<file path="src/inc/tcb_pkg.sv">
// Package of the timer capture buffer: register indices, field positions,
// reset values and the state carriers shared by the top and the edge finder.
// Assumes a 32-bit APB master and word-aligned registers at four times the index.
package tcb_pkg;

  ////////////////////////////////////////////////////////////////////////////
  // Register indices (byte address is four times the index)
  localparam logic [29:0] IDX_MODE      = 30'h0000FF80;
  localparam logic [29:0] IDX_FLAG      = 30'h0000FF83;
  localparam logic [29:0] IDX_IOCTL_A   = 30'h0000FF84;
  localparam logic [29:0] IDX_IOCTL_C   = 30'h0000FF85;
  localparam logic [29:0] IDX_COUNT     = 30'h0000FF86;
  localparam logic [29:0] IDX_CAPTURE_A = 30'h0000FF88;
  localparam logic [29:0] IDX_BUFFER_C  = 30'h0000FF8C;
  localparam logic [29:0] IDX_IRQ_STAT  = 30'h0000FF90;
  localparam logic [29:0] IDX_IRQ_CLEAR = 30'h0000FF91;
  localparam logic [29:0] IDX_IRQ_EN    = 30'h0000FF92;

  ////////////////////////////////////////////////////////////////////////////
  // Field positions
  localparam int MODE_RUN_BIT  = 7;
  localparam int MODE_BUF_BIT  = 4;
  localparam int FLAG_CAP_A    = 0;
  localparam int IO_FUNC_BIT   = 2;
  localparam int IRQ_CAP_A     = 0;
  localparam int IRQ_EVT_C     = 1;
  localparam int IRQ_OVF       = 2;
  localparam int IRQ_CMP_A     = 3;
  localparam int IRQ_W         = 4;

  ////////////////////////////////////////////////////////////////////////////
  // Edge select codes and reset values
  localparam logic [1:0]  EDGE_RISE      = 2'h0;
  localparam logic [1:0]  EDGE_FALL      = 2'h1;
  localparam logic [15:0] COUNT_RESET    = 16'h0000;
  localparam logic [15:0] GEN_RESET      = 16'h0000;
  localparam logic [15:0] COUNT_MAX      = 16'hFFFF;
  localparam logic [15:0] COUNT_STEP     = 16'h0001;
  localparam logic [2:0]  IOCTL_RESET    = 3'h0;
  localparam logic [31:0] RDATA_RESET    = 32'h00000000;

  ////////////////////////////////////////////////////////////////////////////
  // State carriers
  typedef struct packed {
    logic meta;
    logic sync;
    logic prev;
  } tcb_edge_state_type;

  typedef struct packed {
    logic        run;
    logic        buf_en;
    logic [2:0]  io_a;
    logic [2:0]  io_c;
    logic [15:0] count;
    logic [15:0] reg_a;
    logic [15:0] reg_c;
    logic        flag_a;
    logic        flag_seen;
    logic [3:0]  irq_stat;
    logic [3:0]  irq_en;
    logic [31:0] rdata;
    logic        slverr;
  } tcb_state_type;

endpackage : tcb_pkg

</file>
<file path="src/core/tcb_edge.sv">
// Edge finder for one capture pin: two-stage synchroniser, one stored sample,
// and the edge selected by a two-bit code.
// Assumes the pin is asynchronous to clk_sys and held for over two periods.
`timescale 1ns/10ps
module tcb_edge (
  // Clock and reset
  input  wire logic       clk_sys,
  input  wire logic       rst,
  // Pin and selection
  input  wire logic       pin_async,
  input  wire logic [1:0] edge_sel,
  // Detected edge, one cycle
  output logic            edge_hit
);

  tcb_pkg::tcb_edge_state_type st_reg;
  tcb_pkg::tcb_edge_state_type st_next;
  logic rise;
  logic fall;

  ////////////////////////////////////////////////////////////////////////////
  // Meta stage feeds only the sync stage, so nothing sees a metastable value
  always_comb begin
    st_next      = st_reg;
    st_next.meta = pin_async;          // [RQ13]
    st_next.sync = st_reg.meta;        // [RQ13]
    st_next.prev = st_reg.sync;
  end

  always_ff @(posedge clk_sys) begin
    if (rst) begin
      st_reg <= '0;
    end else begin
      st_reg <= st_next;
    end
  end

  // Compare current and previous synchronised samples
  assign rise = st_reg.sync & ~st_reg.prev;  // [RQ13]
  assign fall = ~st_reg.sync & st_reg.prev;  // [RQ13]

  // Upper code bit means both edges
  always_comb begin
    if (edge_sel[1]) begin
      edge_hit = rise | fall;                 // [RQ3] [RQ12]
    end else if (edge_sel == tcb_pkg::EDGE_FALL) begin
      edge_hit = fall;                        // [RQ3] [RQ12]
    end else begin
      edge_hit = rise;                        // [RQ3] [RQ12]
    end
  end
endmodule : tcb_edge

</file>
<file path="src/core/tcb_top.sv">
// Timer capture buffer: 16-bit up-counter, capture register A, register C as
// capture, compare or buffer of A, a flag for A and a masked interrupt, on APB.
// Assumes a 32-bit APB3 master on clk_sys; capture pins are asynchronous.
//
// Behaviour
// RQ1: C function select 0 makes C a compare register, 1 a capture register.
// RQ2: Software gives C the same function as A when C buffers A.
// RQ3: C edge select: 00 rising, 01 falling, 1X both edges of pin C.
// RQ4: Counter is a 16-bit readable, writable up-counter, zero after reset.
// RQ5: Software uses only whole 16-bit accesses to counter, A and C.
// RQ6: A capture copies the current counter value into register A.
// RQ7: Buffered capture loads A from counter and moves old A into C.
// RQ8: Buffered transfers happen on the selected (default rising) edge of pin A.
// RQ9: Buffer enable 1 makes C the buffer of A; 0 leaves C independent.
// RQ10: Counter stops while run bit is 0 and counts while it is 1.
// RQ11: Capture sets flag A; reading 1 then writing 0 clears it.
// RQ12: A edge select: 00 rising, 01 falling, 1X both edges of pin A.
// RQ13: Capture pins are synchronised, edges found from successive samples.
// RQ14: Unbuffered capture C loads the counter on each selected pin C edge.
//
// The APB interface to the registers is this design's own decision.
`timescale 1ns/10ps
module tcb_top (
  // Clock and reset
  input  wire logic        clk_sys,
  input  wire logic        rst,
  // APB slave
  input  wire logic        psel,
  input  wire logic        penable,
  input  wire logic        pwrite,
  input  wire logic [31:0] paddr,
  input  wire logic [31:0] pwdata,
  output logic [31:0]      prdata,
  output logic             pready,
  output logic             pslverr,
  // Capture pins
  input  wire logic        capture_pin_a,
  input  wire logic        capture_pin_c,
  // Interrupt
  output logic             irq
);

  tcb_pkg::tcb_state_type st_reg;
  tcb_pkg::tcb_state_type st_next;

  logic [1:0]  pins;
  logic [1:0]  edge_hit;
  logic [1:0]  edge_sel [2];
  logic [29:0] idx;
  logic        setup;
  logic        acc_wr;
  logic        acc_rd;
  logic        cnt_wr;
  logic        cap_a;
  logic        cap_c;
  logic        buf_cap;
  logic        cmp_a;
  logic        cmp_c;
  localparam int IRQ_WL = tcb_pkg::IRQ_W;

  logic        ovf;
  logic [IRQ_WL-1:0] events;

  ////////////////////////////////////////////////////////////////////////////
  // Edge finders, one per capture pin
  assign pins        = {capture_pin_c, capture_pin_a};
  assign edge_sel[0] = st_reg.io_a[1:0];
  assign edge_sel[1] = st_reg.io_c[1:0];

  for (genvar ch = 0; ch < 2; ch++) begin : g_pin
    tcb_edge u_edge (
      .clk_sys   (clk_sys),
      .rst       (rst),
      .pin_async (pins[ch]),
      .edge_sel  (edge_sel[ch]),
      .edge_hit  (edge_hit[ch])
    );
  end

  ////////////////////////////////////////////////////////////////////////////
  // Bus phase decode; the access phase always completes in one cycle
  assign idx    = paddr[31:2];
  assign setup  = psel & ~penable;
  assign acc_wr = psel & penable & pwrite;
  assign acc_rd = psel & penable & ~pwrite;
  assign cnt_wr = acc_wr && (idx == tcb_pkg::IDX_COUNT);

  // Capture and compare events
  assign cap_a   = edge_hit[0] & st_reg.io_a[tcb_pkg::IO_FUNC_BIT];                   // [RQ6]
  assign buf_cap = cap_a & st_reg.buf_en;                                              // [RQ8] [RQ9]
  assign cap_c   = edge_hit[1] & st_reg.io_c[tcb_pkg::IO_FUNC_BIT] & ~st_reg.buf_en;  // [RQ1] [RQ14]
  assign cmp_a   = ~st_reg.io_a[tcb_pkg::IO_FUNC_BIT] & st_reg.run & (st_reg.count == st_reg.reg_a);
  assign cmp_c   = ~st_reg.io_c[tcb_pkg::IO_FUNC_BIT] & ~st_reg.buf_en & st_reg.run
                 & (st_reg.count == st_reg.reg_c);                                     // [RQ1]
  assign ovf     = st_reg.run & ~cnt_wr & (st_reg.count == tcb_pkg::COUNT_MAX);

  // Interrupt event vector in status layout
  always_comb begin
    events                     = '0;
    events[tcb_pkg::IRQ_CAP_A] = cap_a;
    events[tcb_pkg::IRQ_EVT_C] = cap_c | cmp_c;
    events[tcb_pkg::IRQ_OVF]   = ovf;
    events[tcb_pkg::IRQ_CMP_A] = cmp_a;
  end

  ////////////////////////////////////////////////////////////////////////////
  // Next state: software writes first, hardware events override after them, except the counter increment, which a write overrides
  always_comb begin
    st_next = st_reg;

    // Control registers
    if (acc_wr && (idx == tcb_pkg::IDX_MODE)) begin
      st_next.run    = pwdata[tcb_pkg::MODE_RUN_BIT];
      st_next.buf_en = pwdata[tcb_pkg::MODE_BUF_BIT];
    end
    if (acc_wr && (idx == tcb_pkg::IDX_IOCTL_A)) begin
      st_next.io_a = pwdata[2:0];
    end
    if (acc_wr && (idx == tcb_pkg::IDX_IOCTL_C)) begin
      st_next.io_c = pwdata[2:0];
    end
    if (acc_wr && (idx == tcb_pkg::IDX_IRQ_EN)) begin
      st_next.irq_en = pwdata[IRQ_WL-1:0];
    end

    // Counter: a write wins over the increment, which wraps at the top
    if (cnt_wr) begin
      st_next.count = pwdata[15:0];                          // [RQ4]
    end else if (st_reg.run) begin
      st_next.count = st_reg.count + tcb_pkg::COUNT_STEP;    // [RQ10]
    end

    // Register A: a capture wins over a write in the same cycle
    if (acc_wr && (idx == tcb_pkg::IDX_CAPTURE_A)) begin
      st_next.reg_a = pwdata[15:0];
    end
    if (cap_a) begin
      st_next.reg_a = st_reg.count;                          // [RQ6] [RQ7]
    end

    // Register C: buffer of A, or its own capture
    if (acc_wr && (idx == tcb_pkg::IDX_BUFFER_C)) begin
      st_next.reg_c = pwdata[15:0];
    end
    if (buf_cap) begin
      st_next.reg_c = st_reg.reg_a;                          // [RQ7] [RQ9]
    end else if (cap_c) begin
      st_next.reg_c = st_reg.count;                          // [RQ14]
    end

    // Flag A: read as one arms the clear, a zero write then clears
    if (acc_rd && (idx == tcb_pkg::IDX_FLAG) && st_reg.flag_a) begin
      st_next.flag_seen = 1'b1;                              // [RQ11]
    end
    if (acc_wr && (idx == tcb_pkg::IDX_FLAG) && !pwdata[tcb_pkg::FLAG_CAP_A] && st_reg.flag_seen) begin
      st_next.flag_a    = 1'b0;                              // [RQ11]
      st_next.flag_seen = 1'b0;
    end
    if (cap_a) begin
      st_next.flag_a = 1'b1;                                 // [RQ11]
    end

    // Interrupt status: clear by one-bits, a new event in the same cycle wins
    if (acc_wr && (idx == tcb_pkg::IDX_IRQ_CLEAR)) begin
      st_next.irq_stat = (st_reg.irq_stat & ~pwdata[IRQ_WL-1:0]) | events;
    end else begin
      st_next.irq_stat = st_reg.irq_stat | events;
    end

    // Read data and error are captured in the setup cycle
    if (setup) begin
      st_next.slverr = 1'b0;
      st_next.rdata  = tcb_pkg::RDATA_RESET;
      case (idx)
        tcb_pkg::IDX_MODE: begin
          st_next.rdata[tcb_pkg::MODE_RUN_BIT] = st_reg.run;
          st_next.rdata[tcb_pkg::MODE_BUF_BIT] = st_reg.buf_en;
        end
        tcb_pkg::IDX_FLAG: begin
          st_next.rdata[tcb_pkg::FLAG_CAP_A] = st_reg.flag_a;
        end
        tcb_pkg::IDX_IOCTL_A: begin
          st_next.rdata[2:0] = st_reg.io_a;
        end
        tcb_pkg::IDX_IOCTL_C: begin
          st_next.rdata[2:0] = st_reg.io_c;
        end
        tcb_pkg::IDX_COUNT: begin
          st_next.rdata[15:0] = st_reg.count;                // [RQ4]
        end
        tcb_pkg::IDX_CAPTURE_A: begin
          st_next.rdata[15:0] = st_reg.reg_a;
        end
        tcb_pkg::IDX_BUFFER_C: begin
          st_next.rdata[15:0] = st_reg.reg_c;
        end
        tcb_pkg::IDX_IRQ_STAT: begin
          st_next.rdata[IRQ_WL-1:0] = st_reg.irq_stat;
        end
        tcb_pkg::IDX_IRQ_CLEAR: begin
          st_next.rdata = tcb_pkg::RDATA_RESET;              // Write-only, reads zero
        end
        tcb_pkg::IDX_IRQ_EN: begin
          st_next.rdata[IRQ_WL-1:0] = st_reg.irq_en;
        end
        default: begin
          st_next.slverr = 1'b1;                             // Unmapped address
        end
      endcase
    end
  end

  ////////////////////////////////////////////////////////////////////////////
  // State register
  always_ff @(posedge clk_sys) begin
    if (rst) begin
      st_reg           <= '0;
      st_reg.count     <= tcb_pkg::COUNT_RESET;              // [RQ4]
      st_reg.reg_a     <= tcb_pkg::GEN_RESET;
      st_reg.reg_c     <= tcb_pkg::GEN_RESET;
      st_reg.io_a      <= tcb_pkg::IOCTL_RESET;
      st_reg.io_c      <= tcb_pkg::IOCTL_RESET;
      st_reg.rdata     <= tcb_pkg::RDATA_RESET;
    end else begin
      st_reg <= st_next;
    end
  end

  ////////////////////////////////////////////////////////////////////////////
  // Outputs; the data path stays registered, handshake is combinational
  assign prdata  = st_reg.rdata;
  assign pslverr = st_reg.slverr & psel & penable;
  assign pready  = psel & penable;
  assign irq     = |(st_reg.irq_stat & st_reg.irq_en);
endmodule : tcb_top

</file>
<file path="config.mk">
export PLATFORM = sky130hd
export DESIGN_NAME = tcb_top
export DESIGN_NICKNAME = d
export VERILOG_FILES = /design/src/inc/tcb_pkg.sv /design/src/core/tcb_edge.sv /design/src/core/tcb_top.sv
export SDC_FILE = /design/constraint.sdc
export NUM_CORES = 1
export LEC_CHECK = 0
export ABC_AREA = 0
export BUFFER_PORTS_ARGS = -buffer_cell sky130_fd_sc_hd__buf_4
export CORE_MARGIN = 2
export CORE_UTILIZATION = 55
export DETAILED_ROUTE_END_ITERATION = 8
export PLACE_DENSITY = 0.79
export SYNTH_ARGS = -nofsm -noshare
export SYNTH_HDL_FRONTEND = slang
export SYNTH_SLANG_ARGS = --single-unit
</file>
<file path="constraint.sdc">
create_clock -name clk_sys -period 5.4 [get_ports clk_sys]
set_clock_uncertainty 0.15 [all_clocks]
set_input_delay 0.27 -clock clk_sys [delete_from_list [all_inputs] [get_ports clk_sys]]
set_output_delay 0.27 -clock clk_sys [all_outputs]
set_load 0.03 [all_outputs]
</file>
Yosys cells after proc, flatten, opt, wreduce, memory -nomap -nowiden
Cells that the tools add are included.

Logic and storage cells: 118. Register bits: 89. Input port bits: 71. Output and inout bits: 35.

Add/subtract/negate cells: 1. Reductions and logical operators: 21. Bitwise logic cells: 39. Eq/ne operators: 15. Muxes and demuxes: 23.

Operators with widths (count): $eq 30x16->1 const B (10); $mux 16 (7); $eq 16x16->1 (2); $pmux 8 s3 (1); $and 1x1->1 (21); $add 16x1->16 const B (1); $eq 16x16->1 const B (1); $pmux 2 s7 (1); $logic_and 1x1->1 (13); $not 1->1 (10); $reduce_or 10->1 (1); $and 4x4->4 (2); $or 4x4->4 (2); $pmux 1 s4 (2); $pmux 1 s8 (1); $mux 1 (7); $pmux 2 s3 (1); $reduce_bool 2->1 (3); $pmux 1 s5 (1); $eq 2x1->1 const B (2); $mux 4 (1); $not 4->4 (1); $reduce_or 4->1 (1); $or 1x1->1 (3); 4 further kinds (4).

Logic depth before layout (Yosys ltp)
Word-level depth: 9. Gate-level depth with buffers: 9. Gate-level depth less buffers: 7.

Modules after synthesis
Synthesis repeated with hierarchy kept, for this count alone.

Cell total of the unflattened synthesis: 722. Area, all modules: 5780.5 sq um.

Modules (own cells, without submodules): tcb_top (cells each 698, times used 1, area each 5522.8 sq um); tcb_edge (cells each 12, times used 2, area each 128.9 sq um).

Worst setup path before layout
No wires, ideal clock.

Path kind: input -> register. Start point: input port paddr[25]. End point: register st_reg[78] (netlist name). Path slack: 2.820 ns. Cell stages on the path: 8. Data required time: 5.104 ns. Arrival time: 2.284 ns. Library setup time: 0.146 ns. Cells stage by stage: or4_4 -> or4_1 -> buf_2 -> or4_4 -> buf_6 -> buf_2 -> nor2_1 -> a211oi_2.

Longest elaborated chain between the ends: 3. Elaborated cells between the ends (all ways): 4. Those cells by class: eq/ne: 1; mux: 1; reduce/logical: 2.

RTL lines: start: declaration (line tcb_top.sv:31) `input wire logic [31:0] paddr,`; $eq 30x16->1 * (line tcb_top.sv:86) `assign cnt_wr = acc_wr && (idx == tcb_pkg::IDX_COUNT);`; $logic_and 1x1->1 * (line tcb_top.sv:86); $mux 16 or $reduce_bool 2->1 (tied branches); end signal: assignment (line tcb_top.sv:225) `st_reg <= st_next;`; end: declaration (line tcb_top.sv:43) `tcb_pkg::tcb_state_type st_reg;`.

Every way passes the cells marked *; elsewhere a longest branch is shown, timed or not. A chain may end at the register's enable or synchronous reset.

Final worst setup path
Start point: register g_pin[0].u_edge.st_reg, in the netlist g_pin[0].u_edge.st_next[0]. End point: register st_reg[53] (netlist name).

Longest elaborated chain between the ends: 7. Elaborated cells between the ends (all ways): 10. Those cells by class: mux: 3; bitwise: 6; reduce/logical: 1.

RTL lines: start: declaration (line tcb_edge.sv:16) `tcb_pkg::tcb_edge_state_type st_reg;`; start signal: assignment (line tcb_edge.sv:34) `st_reg <= st_next;`; $not 1->1 (line tcb_edge.sv:40) `assign fall = ~st_reg.sync & st_reg.prev;`; $and 1x1->1 (line tcb_edge.sv:40); $mux 1 or $or 1x1->1 (tied branches) (line tcb_edge.sv:46, tcb_edge.sv:45); $mux 1 * (line tcb_edge.sv:44) `if (edge_sel[1]) begin`; $and 1x1->1 * (line tcb_top.sv:89) `assign cap_a = edge_hit[0] & st_reg.io_a[tcb_pkg::IO_FUNC_BIT];`; $and 1x1->1 * (line tcb_top.sv:90) `assign buf_cap = cap_a & st_reg.buf_en;`; $reduce_bool 3->1 (no line) or $mux 16 (tied branches).

Marked as above.

==> impl_results.md <==
- Status: finished, final reports clean
- Placed Instance Area: approximately 0.006 mm2
- # fillers: approximately 900
- Vias: approximately 5100
- Post-DP HPWL: 10960 um
- Gpl congestion: 0.9497
- Crit-path max FO: 17
- Worst reg-to-reg path cell count: 8
- Die W: 105.9 um
- WHS Endpoint: st_reg[97]
- VDD IR max: 0.0001381 V
- RSZ-0062 raised after global routing: no
- Number of max-cap violations: 0
- Core ar.: 0.01018 mm2
- Antenna Cells: 0
- Layout cell share with drive strength beyond 1: 0.1842
- Vias per std cell: about 6.3
- DRT Wirelength: 15350 um
- Initial core utilization: 0.5611
- R2r endpoint: st_reg[53]
- Worst Hold Depth: 3
- Most common cell after layout, fill and taps aside: dfxtp_1
- Vias in the first global route: about 4800
- Synth area leader: dfxtp_1
- Maximum clock rate: a little over 300 MHz
- HP Start: pwdata[4]
- Post-Syn Area per Cell: about 8.6 um2
- DRC: 0
- Wire length per cell: 18.71 um
- Worst hold path type: in2reg
- Final setup viols: 0
- TritonCTS Sinks: 89
- Slew HR: 0.2604
- R2r setup slk: around 2.1 ns
- Setup TNS: 0 ns
- PwrDens: 209.3 mW/mm2
- CTS root buffer: clkbuf_8
- CP Launch Type: register
- Seq/Total Area, Yosys: 0.3118
- #FFs+latches synth: 89
- Post-route antenna net violation count: 0
- Tmin final: approximately 3.3 ns
- R2R Path Start: g_pin[0].u_edge.st_next[0]
- Clock latency on the worst-skew pair: between 0.3 and 0.4 ns
- Worst EP arrival: ~3.4 ns
- Endpoints failing hold: 0
- Area of the die: about 0.011 mm2
- Synth Instances: ~670
- H-tree levels: 3
- TritonCTS Buffers: 9
- Finished Core Util: 0.6144
- Synth unique cells: 64
- Pre-antenna DRT Iters: 5
- Finished Cell Area: roughly 0.0063 mm2
- Pin slew with the least headroom to its limit: 1.106 ns
- CP endpoint kind: register
- Drt first-iter violations: roughly 430
- Worst path required time: approximately 5.5 ns
- Synthesized area: roughly 0.0057 mm2
- Number of flops mapped to enable cells by yosys: 0
- Largest register FFs: 63
- TritonCTS clock tree: done
- CTS max path bufs: 2
- Global-route wire length before repair: about 25000 um
- Post-synth ARST share: 0
- Cts repair resizes: 0
- PortBufs: 71
- Grt ovf: 0
- Number of I/O pins: around 110
- Synth Flop Type: dfxtp_1
- Initial antenna violation count: 0
- Yosys Warn Count: 0
- Yosys top cell area share: 0.3118
- # rows: 37
- Critical path class: reg2reg
- Fin crit share: 0.6074
- Most frequent cells in the layout: dfxtp_1 (89), nor2_1 (76), buf_4 (76), xnor2_1 (38), mux2i_1 (34)
- Top post-synthesis cells by area: dfxtp_1 (31%), mux2i_1 (6.0%), xnor2_1 (5.8%)
- Fin. max-slew vios: 0
- Die Ht: between 100 and 150 um
- Leak Pwr: about 2.4 nW
- Clk slew on worst S/H paths: roughly 0.09 ns
- Largest net degree at the start of global routing: 96
- Nets@finish: 755
- Gr usage total: 0.2797
- P&R area growth vs syn: 9.503%
==> metal layers <==
metal,vias to the layer above,GRT usage,share of wire
met2,262,0.4327,0.45
met3,23,0.05150,0.091
met5,-,0,0
met4,0,0.1053,0.022
li1,2432,-,-
met1,2424,0.3888,0.44
==> layout make-up <==
cell class,instances,area (um2),share of cell area
flip-flops and latches,89,1782,0.2847
repair buffers,78,590.6,0.09438
well taps,136,170.2,0.02719
inverters,8,30.03,0.004799
clock buffers,11,141.4,0.02260
clock inverters,5,86.33,0.01380
multi-input cells,493,3457,0.5525
==> cells by family (layout without fill, tap and decap cells) <==
group	after synthesis	count (layout)	synth area share
xor+xnor	49	49	0.07510
mux	38	38	0.06744
buf+inv	101	102	0.09372
fa+ha+maj	5	5	0.01095
other cells	1	16	0.0006563
flops	89	89	0.3118
simple gates	218	218	0.2183
compound gates	167	167	0.2220
==> stage by stage <==
stage,setup WS (ns),total power [mW],std cells,hold WS (ns)
floorplan,2.820,0.7493,683,0.2482
global placement,2.037,0.7883,802,0.2669
detailed placement,2.016,0.7905,802,0.2808
CTS,2.169,1.312,820,0.02535
global route,1.944,1.354,820,0.03463
finish,2.120,1.310,820,0.03323
==> critical path, cell delays in order, from the launching register on <==
cell	delay (ns)
dfxtp_1	0.34
inv_1	0.06
ha_1	0.29
a21boi_0	0.39
o211a_1	0.63
nor2_1	0.09
buf_4	0.22
and2_0	0.49
o41ai_1	0.51
==> worst max-delay path by stage <==
| stage | start | endpoint | slack (ns) | cells past startpoint |
|---|---|---|---|---|
| global placement | paddr[25] | st_reg[51] | 2.04 | 6 |
| global route | g_pin[0].u_edge.st_next[0] | st_reg[43] | 1.94 | 8 |
| detailed placement | paddr[25] | st_reg[53] | 2.02 | 6 |
| CTS | g_pin[0].u_edge.st_next[0] | st_reg[53] | 2.17 | 8 |
| finish | g_pin[0].u_edge.st_next[0] | st_reg[53] | 2.12 | 8 |
| floorplan | paddr[25] | st_reg[78] | 2.82 | 8 |
==> report_power, final <==
part / switching, mW / internal [mW]
combinational: 0.0725 / 0.0457
sequential: 0.00114 / 0.658
clock: 0.255 / 0.277
total: 0.329 / 0.981
==> what timing repair did <==
| action | 4_1_cts | 5_1_grt |
|---|---|---|
| buffers inserted | 0 | 0 |
| endpoints found under the hold margin | 2 | 0 |
| hold buffers | 2 | 0 |
==> synthesized netlist by cell type, types with 5 or more instances <==
cell and number:
o21ai_0 21, o41ai_1 15, dfxtp_1 89, or4_1 5
buf_2 5, mux2i_1 34, xor2_1 11, and3_1 9
nand2_1 14, a21oi_1 21, nor2_1 76, ha_1 5
a211oi_1 18, nor3_1 12, clkbuf_1 47, nand4_1 13
nand4b_1 18, buf_4 32, buf_1 5, a211oi_2 16
xnor2_1 38, nor2b_1 9, a22oi_1 28, inv_1 8
nand3_1 15, a21o_1 15, nor4_1 13
Power figures use the tool's default switching activity.
